## config.mk

```make
export PLATFORM = sky130hd
export DESIGN_NAME = tboc_combiner_flat
export DESIGN_NICKNAME = d
export VERILOG_FILES = /design/src/inc/tboc_pkg.sv /design/src/inc/tboc_if.sv /design/src/hdl/tboc_combiner.sv /design/src/flat_wrapper.sv
export SDC_FILE = /design/constraint.sdc
export NUM_CORES = 1
export LEC_CHECK = 0
export ABC_AREA = 1
export BUFFER_PORTS_ARGS = -buffer_cell sky130_fd_sc_hd__buf_2
export CAP_MARGIN = 20
export CORE_AREA = 2 2 169 171
export DETAILED_ROUTE_END_ITERATION = 12
export DIE_AREA = 0 0 171 173
export GPL_TIMING_DRIVEN = 0
export HOLD_SLACK_MARGIN = 0.03
export PLACE_DENSITY = 0.75
export SETUP_SLACK_MARGIN = 0.05
export SYNTH_ARGS = -nofsm -noshare
export SYNTH_HDL_FRONTEND = slang
export SYNTH_SLANG_ARGS = --single-unit
export TNS_END_PERCENT = 1
```

## constraint.sdc

```tcl
create_clock -name hclk -period 2.7 [get_ports hclk]
set_input_delay 0.27 -clock hclk [delete_from_list [all_inputs] [get_ports hclk]]
set_output_delay 0.27 -clock hclk [all_outputs]
set_load 0.1 [all_outputs]
```

## src/inc/tboc_pkg.sv

```systemverilog
/*
  package of the trigger bit output combiner: widths, bit map, register map, reset values.
  assumes a 25 MHz hclk shared by every crate end and the combiner.
*/
`default_nettype none
package tboc_pkg;
  // trigger bit assignment on each crate output
  localparam int BIT_CLUSTER     = 0;
  localparam int BIT_SCINT       = 1;
  localparam int BIT_COLUMN      = 2;
  localparam int BIT_PAIR_SINGLE = 3;
  localparam int BIT_PAIR_CRATE  = 4;
  localparam int BIT_PULSER      = 5;
  localparam int NBITS           = 6;
  localparam int NCRATE          = 5;

  // field widths of the settings
  localparam int LAT_W = 10;
  localparam int DLY_W = 8;
  localparam int PS_W  = 16;
  localparam int WID_W = 8;
  localparam int BUF_W = 11;
  localparam int SEL_W = 3;

  // clock and timing
  localparam int CLK_PERIOD_PS   = 40000;
  localparam int PAIR_PULSE_NS   = 100;
  localparam int PAIR_PULSE_CYC  = (PAIR_PULSE_NS * 1000 + CLK_PERIOD_PS - 1) / CLK_PERIOD_PS;
  localparam int MIN_LATENCY_NS  = 2300;
  localparam int MIN_LATENCY_CYC = (MIN_LATENCY_NS * 1000 + CLK_PERIOD_PS - 1) / CLK_PERIOD_PS;

  // register byte offsets
  localparam logic [7:0] OFS_LATENCY = 8'h00;
  localparam logic [7:0] OFS_WIDTH   = 8'h04;
  localparam logic [7:0] OFS_SELECT  = 8'h08;
  localparam logic [7:0] OFS_STATUS  = 8'h0c;
  localparam logic [7:0] OFS_PAIRCNT = 8'h10;
  localparam logic [7:0] OFS_DELAY0  = 8'h20;
  localparam logic [7:0] OFS_PRESC0  = 8'h40;

  // values after reset
  localparam logic [LAT_W-1:0] RST_LATENCY = 10'(MIN_LATENCY_CYC);
  localparam logic [WID_W-1:0] RST_WIDTH   = 8'h04;
  localparam logic [DLY_W-1:0] RST_DELAY   = 8'h00;
  localparam logic [PS_W-1:0]  RST_PRESC   = 16'h0001;
  localparam logic [SEL_W-1:0] RST_SCINT   = 3'h2;
  localparam logic [SEL_W-1:0] RST_PULSER  = 3'h2;
endpackage
`default_nettype wire
```

## src/inc/tboc_if.sv

```systemverilog
/*
  link between the crate trigger ends and the combiner.
  assumes all parties on hclk; settings are broadcast from the combiner to every crate.
*/
`timescale 1ns/1ps
`default_nettype none
interface tboc_if;
  logic [tboc_pkg::NBITS-1:0]                     trig_bits [tboc_pkg::NCRATE];
  logic [tboc_pkg::LAT_W-1:0]                     trigger_output_latency;
  logic [tboc_pkg::WID_W-1:0]                     trigger_pulse_width;
  logic [tboc_pkg::NBITS-1:0][tboc_pkg::DLY_W-1:0] per_bit_trigger_delay;
  logic [tboc_pkg::NBITS-1:0][tboc_pkg::PS_W-1:0]  trigger_prescale_factor;

  modport crate (
    output trig_bits,
    input  trigger_output_latency,
    input  trigger_pulse_width,
    input  per_bit_trigger_delay,
    input  trigger_prescale_factor
  );
  modport comb (
    input  trig_bits,
    output trigger_output_latency,
    output trigger_pulse_width,
    output per_bit_trigger_delay,
    output trigger_prescale_factor
  );
endinterface
`default_nettype wire

```

## src/hdl/tboc_combiner.sv

```systemverilog
/*
  combiner end: merges crate trigger bits into six counting-room lines and holds
  the settings broadcast to every crate, reached over ahb-lite.
  assumes every crate bit synchronous to hclk; one slave on the bus.
*/
// Design decisions made here: the register addresses and the AHB-Lite register port.
`timescale 1ns/1ps
`default_nettype none
module tboc_combiner #(
  parameter int NCR = tboc_pkg::NCRATE
) (
  // clock and reset
  input  wire logic        hclk,
  input  wire logic        hresetn,
  // ahb-lite slave
  input  wire logic        hsel,
  input  wire logic [31:0] haddr,
  input  wire logic [1:0]  htrans,
  input  wire logic        hwrite,
  input  wire logic [2:0]  hsize,
  input  wire logic [31:0] hwdata,
  input  wire logic        hready,
  output logic      [31:0] hrdata,
  output logic             hreadyout,
  output logic             hresp,
  // crate link
  tboc_if.comb             link,
  // counting-room lines
  output logic             cluster_or_output,
  output logic             scintillator_cosmic_output,
  output logic             column_cosmic_or_output,
  output logic             column_cosmic_and_output,
  output logic             light_pulser_output,
  output logic             pair_trigger_output
);
  localparam int NB = tboc_pkg::NBITS;
  localparam logic [3:0] PAIR_LOAD = 4'(tboc_pkg::PAIR_PULSE_CYC);

  // count of set bits, used for the pair multiplicity
  function automatic logic [3:0] ones(input logic [NCR-1:0] v);
    logic [3:0] n;
    n = '0;
    for (int i = 0; i < NCR; i++) begin
      n = n + 4'(v[i]);
    end
    return n;
  endfunction

  // settings
  logic [tboc_pkg::LAT_W-1:0]         lat_q, lat_d;
  logic [tboc_pkg::WID_W-1:0]         wid_q, wid_d;
  logic [tboc_pkg::SEL_W-1:0]         scs_q, scs_d, pls_q, pls_d;
  logic [NB-1:0][tboc_pkg::DLY_W-1:0] dly_q, dly_d;
  logic [NB-1:0][tboc_pkg::PS_W-1:0]  ps_q, ps_d;
  // bus state
  logic                               wpend_q, wpend_d;
  logic [7:0]                         waddr_q, waddr_d;
  logic [31:0]                        rdata_q, rdata_d;
  // pair pulse
  logic [3:0]                         ppul_q, ppul_d;
  logic [31:0]                        pcnt_q, pcnt_d;
  logic                               pair_prev_q, pair_prev_d;
  // merged bits
  logic [NCR-1:0]                     b0, b2, b3, b4;
  logic [NB-1:0]                      lines;
  logic                               coinc, pair_line;
  logic                               take;
  logic [7:0]                         ofs;

  always_comb begin
    for (int c = 0; c < NCR; c++) begin
      b0[c] = link.trig_bits[c][tboc_pkg::BIT_CLUSTER];
      b2[c] = link.trig_bits[c][tboc_pkg::BIT_COLUMN];
      b3[c] = link.trig_bits[c][tboc_pkg::BIT_PAIR_SINGLE];
      b4[c] = link.trig_bits[c][tboc_pkg::BIT_PAIR_CRATE];
    end
  end

  // no edge detection or reshaping on these five lines
  assign cluster_or_output          = |b0;
  assign scintillator_cosmic_output =
    (32'(scs_q) < NCR) ? link.trig_bits[scs_q][tboc_pkg::BIT_SCINT] : 1'b0;
  assign column_cosmic_or_output    = |b2;
  assign column_cosmic_and_output   = &b2;
  assign light_pulser_output        =
    (32'(pls_q) < NCR) ? link.trig_bits[pls_q][tboc_pkg::BIT_PULSER] : 1'b0;

  // overlap window comes only from the crate stretch width
  assign coinc = (ones(b3) >= 4'd2);
  assign pair_line = (|b4) | (ppul_q != '0);
  assign pair_trigger_output = pair_line;

  // pair pulse, retriggered each cycle the coincidence holds
  always_comb begin
    ppul_d = ppul_q;
    if (coinc) begin
      ppul_d = PAIR_LOAD;
    end else if (ppul_q != '0) begin
      ppul_d = ppul_q - 1'b1;
    end
    pair_prev_d = pair_line;
    pcnt_d = pcnt_q + 32'(pair_line & ~pair_prev_q);
  end

  assign lines = {pair_line, light_pulser_output, column_cosmic_and_output,
                  column_cosmic_or_output, scintillator_cosmic_output, cluster_or_output};

  // bus: zero wait states, write lands one cycle after its address phase
  assign take = hsel & hready & htrans[1];
  assign ofs  = haddr[7:0];

  always_comb begin
    lat_d = lat_q;
    wid_d = wid_q;
    scs_d = scs_q;
    pls_d = pls_q;
    dly_d = dly_q;
    ps_d  = ps_q;
    wpend_d = take & hwrite;
    waddr_d = take ? ofs : waddr_q;
    rdata_d = rdata_q;
    if (wpend_q) begin
      case (waddr_q)
        tboc_pkg::OFS_LATENCY: begin
          lat_d = hwdata[tboc_pkg::LAT_W-1:0];
        end
        tboc_pkg::OFS_WIDTH: begin
          wid_d = hwdata[tboc_pkg::WID_W-1:0];
        end
        tboc_pkg::OFS_SELECT: begin
          scs_d = hwdata[tboc_pkg::SEL_W-1:0];
          pls_d = hwdata[8 +: tboc_pkg::SEL_W];
        end
        default: begin
          for (int b = 0; b < NB; b++) begin
            if (waddr_q == tboc_pkg::OFS_DELAY0 + 8'(4 * b)) begin
              dly_d[b] = hwdata[tboc_pkg::DLY_W-1:0];
            end
            if (waddr_q == tboc_pkg::OFS_PRESC0 + 8'(4 * b)) begin
              ps_d[b] = hwdata[tboc_pkg::PS_W-1:0];
            end
          end
        end
      endcase
    end
    if (take && !hwrite) begin
      rdata_d = '0;
      case (ofs)
        tboc_pkg::OFS_LATENCY: rdata_d = 32'(lat_q);
        tboc_pkg::OFS_WIDTH:   rdata_d = 32'(wid_q);
        tboc_pkg::OFS_SELECT:  rdata_d = {21'h0, pls_q, 5'h0, scs_q};
        tboc_pkg::OFS_STATUS:  rdata_d = 32'(lines);
        tboc_pkg::OFS_PAIRCNT: rdata_d = pcnt_q;
        default: begin
          for (int b = 0; b < NB; b++) begin
            if (ofs == tboc_pkg::OFS_DELAY0 + 8'(4 * b)) begin
              rdata_d = 32'(dly_q[b]);
            end
            if (ofs == tboc_pkg::OFS_PRESC0 + 8'(4 * b)) begin
              rdata_d = 32'(ps_q[b]);
            end
          end
        end
      endcase
    end
  end

  always_ff @(posedge hclk or negedge hresetn) begin
    if (!hresetn) begin
      lat_q       <= tboc_pkg::RST_LATENCY;
      wid_q       <= tboc_pkg::RST_WIDTH;
      scs_q       <= tboc_pkg::RST_SCINT;
      pls_q       <= tboc_pkg::RST_PULSER;
      dly_q       <= {NB{tboc_pkg::RST_DELAY}};
      ps_q        <= {NB{tboc_pkg::RST_PRESC}};
      wpend_q     <= 1'b0;
      waddr_q     <= '0;
      rdata_q     <= '0;
      ppul_q      <= '0;
      pcnt_q      <= '0;
      pair_prev_q <= 1'b0;
    end else begin
      lat_q       <= lat_d;
      wid_q       <= wid_d;
      scs_q       <= scs_d;
      pls_q       <= pls_d;
      dly_q       <= dly_d;
      ps_q        <= ps_d;
      wpend_q     <= wpend_d;
      waddr_q     <= waddr_d;
      rdata_q     <= rdata_d;
      ppul_q      <= ppul_d;
      pcnt_q      <= pcnt_d;
      pair_prev_q <= pair_prev_d;
    end
  end

  assign hrdata    = rdata_q;
  assign hreadyout = 1'b1;
  assign hresp     = 1'b0;

  // settings broadcast to every crate
  assign link.trigger_output_latency  = lat_q;
  assign link.trigger_pulse_width     = wid_q;
  assign link.per_bit_trigger_delay   = dly_q;
  assign link.trigger_prescale_factor = ps_q;
endmodule // tboc_combiner
`default_nettype wire

```

## src/flat_wrapper.sv

```systemverilog
// flat-port wrapper written by rule: the top's interface ports become plain ports
module tboc_combiner_flat 
#(
  parameter int NCR = tboc_pkg::NCRATE
)
  (hclk, hresetn, hsel, haddr, htrans, hwrite, hsize, hwdata, hready, hrdata, hreadyout, hresp, cluster_or_output, scintillator_cosmic_output, column_cosmic_or_output, column_cosmic_and_output, light_pulser_output, pair_trigger_output, link_trig_bits, link_trigger_output_latency, link_trigger_pulse_width, link_per_bit_trigger_delay, link_trigger_prescale_factor);
  tboc_if link_i ();
  input  wire logic hclk;
  input  wire logic hresetn;
  input  wire logic hsel;
  input  wire logic [31:0] haddr;
  input  wire logic [1:0] htrans;
  input  wire logic hwrite;
  input  wire logic [2:0] hsize;
  input  wire logic [31:0] hwdata;
  input  wire logic hready;
  output logic      [31:0] hrdata;
  output logic hreadyout;
  output logic hresp;
  output logic cluster_or_output;
  output logic scintillator_cosmic_output;
  output logic column_cosmic_or_output;
  output logic column_cosmic_and_output;
  output logic light_pulser_output;
  output logic pair_trigger_output;
  input wire logic [$bits(link_i.trig_bits)-1:0] link_trig_bits;
  output wire logic [$bits(link_i.trigger_output_latency)-1:0] link_trigger_output_latency;
  output wire logic [$bits(link_i.trigger_pulse_width)-1:0] link_trigger_pulse_width;
  output wire logic [$bits(link_i.per_bit_trigger_delay)-1:0] link_per_bit_trigger_delay;
  output wire logic [$bits(link_i.trigger_prescale_factor)-1:0] link_trigger_prescale_factor;
  assign link_i.trig_bits = {>>{link_trig_bits}};
  assign link_trigger_output_latency = link_i.trigger_output_latency;
  assign link_trigger_pulse_width = link_i.trigger_pulse_width;
  assign link_per_bit_trigger_delay = link_i.per_bit_trigger_delay;
  assign link_trigger_prescale_factor = link_i.trigger_prescale_factor;
  tboc_combiner #(.NCR(NCR)) u_core (.hclk(hclk), .hresetn(hresetn), .hsel(hsel), .haddr(haddr), .htrans(htrans), .hwrite(hwrite), .hsize(hsize), .hwdata(hwdata), .hready(hready), .hrdata(hrdata), .hreadyout(hreadyout), .hresp(hresp), .link(link_i), .cluster_or_output(cluster_or_output), .scintillator_cosmic_output(scintillator_cosmic_output), .column_cosmic_or_output(column_cosmic_or_output), .column_cosmic_and_output(column_cosmic_and_output), .light_pulser_output(light_pulser_output), .pair_trigger_output(pair_trigger_output));
endmodule
```

# Word-level counts from Yosys, hierarchy flattened
# Index checks and enable logic that the tools add are counted.
[totals]
reg_bits = 246
inputBits = 104
output_inout_bits = 202
wordCells = 121
[op_classes]
addsub = 6
n_lt_le_gt_ge = 5
eq_ne = 30
mux = 23
bitwise_logic = 9
n_reduce_logical = 26
[op_table]
columns = ["cell", "count"]
rows = [
  ["16-bit 2-to-1 mux", 11],
  ["32-bit one-hot mux with 5 select lines", 1],
  ["8-bit by 6-bit == test with 1-bit output (second input constant)", 12],
  ["8-bit by 7-bit == test with 1-bit output (second input constant)", 12],
  ["6-bit binary-select mux with 3-bit select", 2],
  ["3-bit AND reduction", 12],
  ["32-bit adder", 1],
  ["1-bit by 32-bit bitwise AND with 32-bit output", 1],
  ["1-bit NOT with 32-bit output", 1],
  ["8-bit by 4-bit == test with 1-bit output (second input constant)", 3],
  ["8-bit by 3-bit == test with 1-bit output (second input constant)", 2],
  ["8-bit logical NOT", 2],
  ["5-bit OR reduction", 3],
  ["4-bit by 1-bit adder with 4-bit output", 3],
  ["6-bit 2-to-1 mux", 2],
  ["8-bit by 5-bit == test with 1-bit output (second input constant)", 1],
  ["4-bit greater-or-equal comparator (second input constant)", 2],
  ["4-bit 2-to-1 mux", 2],
  ["8-bit 2-to-1 mux", 1],
  ["3-bit NOT with 4-bit output", 2],
  ["3-bit less-than comparator (second input constant)", 2],
  ["2-bit AND reduction", 3],
  ["5-bit AND reduction", 1],
  ["4-bit by 2-bit greater-or-equal comparator with 1-bit output (second input constant)", 1],
  ["other kinds (12)", 16],
]

# Longest topological paths before layout
[depth]
depth_word = 14
mapped_depth = 17
ltp_nobuf = 17

# Worst setup path before layout
# No wires, ideal clock.
[synth_path]
path_type = "reg2reg"
from = "register u_core.scs_q[1] (netlist bit)"
to = "register u_core.rdata_q[1], in the netlist u_core.hrdata[1]"
setup_time_ns = 0.072
arrival_time_ns = 3.339
required_time_ns = 2.628
path_slack_ns = -0.711
path_stages_with_launch = 9
n_path_buf = 0
synth_period_minus_slack_ns = 3.411
cell_sequence = "dfstp_2 -> o21ai_0 -> o22ai_1 -> inv_1 -> o21ai_0 -> a21oi_1 -> nand3_1 -> nor2_1 -> nor2_1"
[synth_between]
elab_chain_len = 6
elab_cells_between_ends = 7
cone_classes = "order compare (1); mux (5); bitwise (1)"
[synth_rtl]
columns = ["element", "line", "source"]
rows = [
  ["from (decl)", "tboc_combiner.sv:52", "logic [tboc_pkg::SEL_W-1:0] scs_q, scs_d, pls_q, pls_d;"],
  ["from (signal assigned)", "tboc_combiner.sv:172", "scs_q <= tboc_pkg::RST_SCINT;"],
  ["from (signal assigned)", "tboc_combiner.sv:185", "scs_q <= scs_d;"],
  ["3-bit NOT with 4-bit output (implied by the code)", "tboc_combiner.sv:82", "(32'(scs_q) < NCR) ? link.trig_bits[scs_q][tboc_pkg::BIT_SCINT] : 1'b0;"],
  ["6-bit binary-select mux with 3-bit select", "tboc_combiner.sv:82", ""],
  ["2-bit 2-to-1 mux (implied by the code) (2 in series)", "tboc_combiner.sv:82", ""],
  ["1-bit 2-to-1 mux *", "tboc_combiner.sv:82", ""],
  ["net scintillator_cosmic_output", "flat_wrapper.sv:21", "output logic scintillator_cosmic_output;"],
  ["32-bit one-hot mux with 5 select lines *", "tboc_combiner.sv:148", "case (ofs)"],
  ["to (signal assigned)", "tboc_combiner.sv:191", "rdata_q <= rdata_d;"],
  ["to (decl)", "tboc_combiner.sv:58", "logic [31:0] rdata_q, rdata_d;"],
]
# Mark *: on every way through the listed nets, which the timed path passes. The rest lies on a longest branch. The select of a mux whose other input is x is not followed.
# A chain may end at the register's enable or synchronous reset.

# Worst setup path after layout
[layout_path]
from = "register u_core.ppul_q[0]"
to = "register u_core.pcnt_q[26]"
[layout_between]
elab_chain_len = 4
[layout_rtl]
columns = ["element", "line", "source"]
rows = [
  ["from (decl)", "tboc_combiner.sv:60", "logic [3:0] ppul_q, ppul_d;"],
  ["from (signal assigned)", "tboc_combiner.sv:192", "ppul_q <= ppul_d;"],
  ["4-bit nonzero test", "tboc_combiner.sv:90", "assign pair_line = (|b4) | (ppul_q != '0);"],
  ["1-bit OR", "tboc_combiner.sv:90", ""],
  ["1-bit by 32-bit bitwise AND with 32-bit output", "tboc_combiner.sv:102", "pcnt_d = pcnt_q + 32'(pair_line & ~pair_prev_q);"],
  ["32-bit adder", "tboc_combiner.sv:102", ""],
  ["net u_core.pcnt_d[26]", "tboc_combiner.sv:61", "logic [31:0] pcnt_q, pcnt_d;"],
  ["to (signal assigned)", "tboc_combiner.sv:193", "pcnt_q <= pcnt_d;"],
  ["to (decl)", "tboc_combiner.sv:61", ""],
]
# The timed path passes the listed nets, and every way through them passes these cells.

==> run_results.csv <==
group,metric,value,unit
timing,hold_viol,0,
floorplanning,initial_utilization,40.70,%
clocking,cts.sinks,246,
route,drc,0,
floorplanning,die_w,171,µm
yosys,synthXorXnorAreaFrac,2.403,%
setup_path,r2r_setup_slack,0.17,ns
floorplanning,fp.dieH,173,µm
yosys,yosysMostFrequentCell,"nand2_1",
clocking,cts_buffers,27,
setup_path,startpoint_type,"register",
global_route,grt_pass1_vias,10420,
route,first_iter_violations,1027,
hold_path,min_path_type,"in2reg",
yosys,synth_top_family_by_area,"simple AND/OR/NAND/NOR gates",
global_route,grt_pass1_wl,59.73,mm
route,routed_wirelength,39.34,mm
status,status,"finished clean",
yosys,yosysTopAreaCell,"dfrtp_1",
yosys,synth-compound-area-share,11.66,%
clocking,clk-insertion-delay-late,0.53,ns
place,port_buffers,259,
route,drt-met1-wl,15.66,mm
route,via_count,10690,
timing,tightest_slew,0.8523,ns
clocking,cts_tree,"done",
setup_path,reg2reg_to,"u_core.pcnt_q[26]$_DFF_PN0_",
yosys,synthFlopType,"dfrtp_1",
timing,min_period_over_period,93.54,%
place,gp_congestion,0.9707,
clocking,clockBufferDepth,3,
power_and_ir_drop,power.leakage,6.874,nW
final_layout,nets,1740,
yosys,synth_cell_types,44,
final_layout,syn2layout_area_growth,26.23,%
yosys,ys_top_cells_by_count,"344 x nand2_1, 233 x dfrtp_1, 172 x o21ai_0, 112 x nor2_1, 90 x nand3_1",
yosys,ys_seq_area_share,54.88,%
route,dr.pass1.iters,5,
setup_path,critPathMaxFanout,3,
timing,setup_violations,0,
route,viasPerCell,5.275,
setup_path,r2r_cells,17,
power_and_ir_drop,ir_drop,659.4,µV
timing,max_freq,396.0,MHz
yosys,avgSynthCellArea,8.552,µm²
setup_path,endpoint_kind,"register",
yosys,synthDominantCellAreaShare,51.85,%
timing,fin_crit,2.525,ns
yosys,synth.area.top_cells,"dfrtp_1 52%, nand2_1 11%, o21ai_0 7.7%",
route,route.top_layer_used,"met4",
run,cap_violations,0,
clocking,cts_root_buffer,"clkbuf_16",
hold_path,min_from,"haddr[6]",
global_route,antenna_found_initial,1,
yosys,ys_warn_count,0,
setup_path,arrival,2.94,ns
timing,slew_violations,0,
setup_path,cp.required,3.11,ns
global_route,grt.total_usage,26.28,%
timing,hold-worst-slack,0.05482,ns
yosys,synth_mux_area_share,0,%
hold_path,holdPathEnd,"u_core.waddr_q[6]$_DFFE_PN0P_",
clocking,h-tree-depth,1,
timing,slew_headroom,43.18,%
global_route,grt_max_degree,96,
setup_path,critPathKind,"reg2reg",
yosys,async_flop_share,100.0,%
hold_path,worstHoldPathCells,3,
final_layout,fillCellCount,2672,
timing,grt_setup_unrepaired,"false",
floorplanning,ios,306,
yosys,syn_inst,1315,
yosys,synth_edf_count,0,
clocking,path_clk_slew,0.06,ns
yosys,synth_area,11250,µm²
floorplanning,core_area,27630,µm²
yosys,syn_nets,1426,
route,wl_met2,18.35,mm
global_route,grt_overflow,0,
power_and_ir_drop,power_density,768.6,nW/µm²
timing,skew,0.009906,ns
place,dp_hpwl,29.69,mm
route,wire_per_inst,19.42,µm
floorplanning,rows,61,
floorplanning,die_area,29580,µm²
yosys,synth_simple_gate_area_share,24.45,%
route,detail-route-antenna-nets,0,
final_layout,drive_above_1_share,23.80,%
yosys,ys_ff_latch,246,
power_and_ir_drop,total_power,10.91,mW
yosys,post_synth_fa_ha_maj_area_fraction,0.9123,%
route,met3WireLength,3.895,mm
setup_path,r2r-start,"u_core.ppul_q[0]$_DFFE_PN0P_",
sequential cells by signal, summed over array words and instances (netlist names):
| signal | count |
|---|---|
| u_core.scs_q | 3 |
| u_core.pair_prev_q | 1 |
| u_core.pcnt_q | 32 |
| u_core.pls_q | 3 |
| u_core.link.trigger_pulse_width | 8 |
| u_core.link.trigger_prescale_factor | 96 |
| u_core.hrdata | 32 |
| u_core.link.per_bit_trigger_delay | 48 |
| u_core.waddr_q | 8 |
| u_core.link.trigger_output_latency | 10 |
| u_core.ppul_q | 4 |
| u_core.wpend_q | 1 |
routing by layer:
| metal | GRT usage (%) | vias to the layer above |
|---|---|---|
| li1 | - | 4947 |
| met1 | 34.97 | 5112 |
| met2 | 42.12 | 538 |
| met3 | 5.585 | 91 |
| met4 | 9.958 | 0 |
| met5 | 0 | - |
logic make-up after synthesis:
kind of cell	after synthesis
AOI/OAI and AO/OA	247
xor gates and xnor gates	30
adders and majority gates	7
buffers and inverters	158
DFF	246
other	2
and+or+nand+nor	625
power by group:
group / switching (mW) / total [mW] / internal, mW
registers: 0.295 / 4.32 / 4.02
clock network: 1.51 / 3.60 / 2.09
logic: 2.56 / 3.00 / 0.439
worst max-delay path by stage:
stage                     slack [ns]                          from                                                   to
final                           0.17  u_core.ppul_q[0]$_DFFE_PN0P_                          u_core.pcnt_q[26]$_DFF_PN0_
after global routing            0.05  u_core.ppul_q[0]$_DFFE_PN0P_                          u_core.pcnt_q[26]$_DFF_PN0_
after CTS                       0.05  u_core.ppul_q[0]$_DFFE_PN0P_                          u_core.pcnt_q[26]$_DFF_PN0_
after detailed placement       -0.04  u_core.ppul_q[0]$_DFFE_PN0P_                          u_core.pcnt_q[26]$_DFF_PN0_
after global placement         -2.94                       hresetn  u_core.link.trigger_prescale_factor[46]$_DFFE_PN0P_
after floorplan                -0.28            link_trig_bits[26]                         u_core.hrdata[3]$_DFFE_PN0P_
cell usage in the layout (no fill, tap or decap), drive strengths merged:
master       netlist  final
a221oi             3      3
ha                 5      5
nor2             123    123
clkinvlp           0      2
xnor2             11     11
a21oi             45     45
nor2b              1      1
dfstp             13     13
nand3             93     93
conb               2      2
nor4               4      4
a22o               2      2
nor3b              1      1
bufinv             0      1
clkinv             1      7
o21ai            177    177
dlygate4sd3        0     13
fa                 2      2
o22ai              4      4
clkbuf            40     77
dfrtp            233    233
nand2            348    348
inv              101    102
buf               16    288
nor3              27     27
o31ai              4      4
o211ai             3      3
diode              0      1
or2                2      2
nand4             24     24
xor2              19     19
and3               2      2
o2111ai            9      9
layout make-up:
class | count | area, µm² | share of cell area [%]
Multi-Input combinational cell | 911 | 4486 | 31.60
Antenna cell | 1 | 2.502 | 0.01763
Clock inverter | 10 | 83.83 | 0.5905
Tap cell | 378 | 473.0 | 3.332
Buffer | 56 | 249.0 | 1.754
Timing Repair Buffer | 285 | 1574 | 11.09
Clock buffer | 37 | 773.2 | 5.447
Sequential cell | 246 | 6172 | 43.48
Inverter | 102 | 382.9 | 2.697
stage by stage:
step	cell area (µm²)	instances	setup slack, ns	setup TNS (ns)	util, %
2_1_floorplan	11250	1315	-0.2789	-0.2789	-
3_5_place_dp	13080	1954	-0.04359	-0.04359	47.34
3_3_place_gp	13020	1952	-2.940	-699.07	47.11
4_1_cts	14120	2018	0.05372	0	51.11
5_1_grt	14200	2026	0.05060	0	51.38
6_report	14200	2026	0.1745	0	51.38
critical path: stages (launching register included):
cell	delay [ns]
dfrtp_1	0.38
inv_2	0.06
ha_1	0.20
nand2_2	0.09
nor2_2	0.07
nor2_1	0.13
ha_2	0.21
ha_4	0.15
nand3_4	0.10
nor2_4	0.13
nand3_4	0.09
nor3_4	0.15
nand3_2	0.12
nor2_4	0.13
nand2_4	0.08
nor2_4	0.13
nand2_2	0.07
xnor2_2	0.12
repair_timing:
| item | 4_1_cts | 5_1_grt |
|---|---|---|
| setup buffers | 4 | 7 |
| resized for setup | 4 | 5 |
| hold endpoints to repair | 70 | 0 |
| pin swaps | 3 | 7 |
| hold buffers | 13 | 0 |
| endpoints found under the setup margin | 4 | 10 |
(Power assumes the default switching activity.)
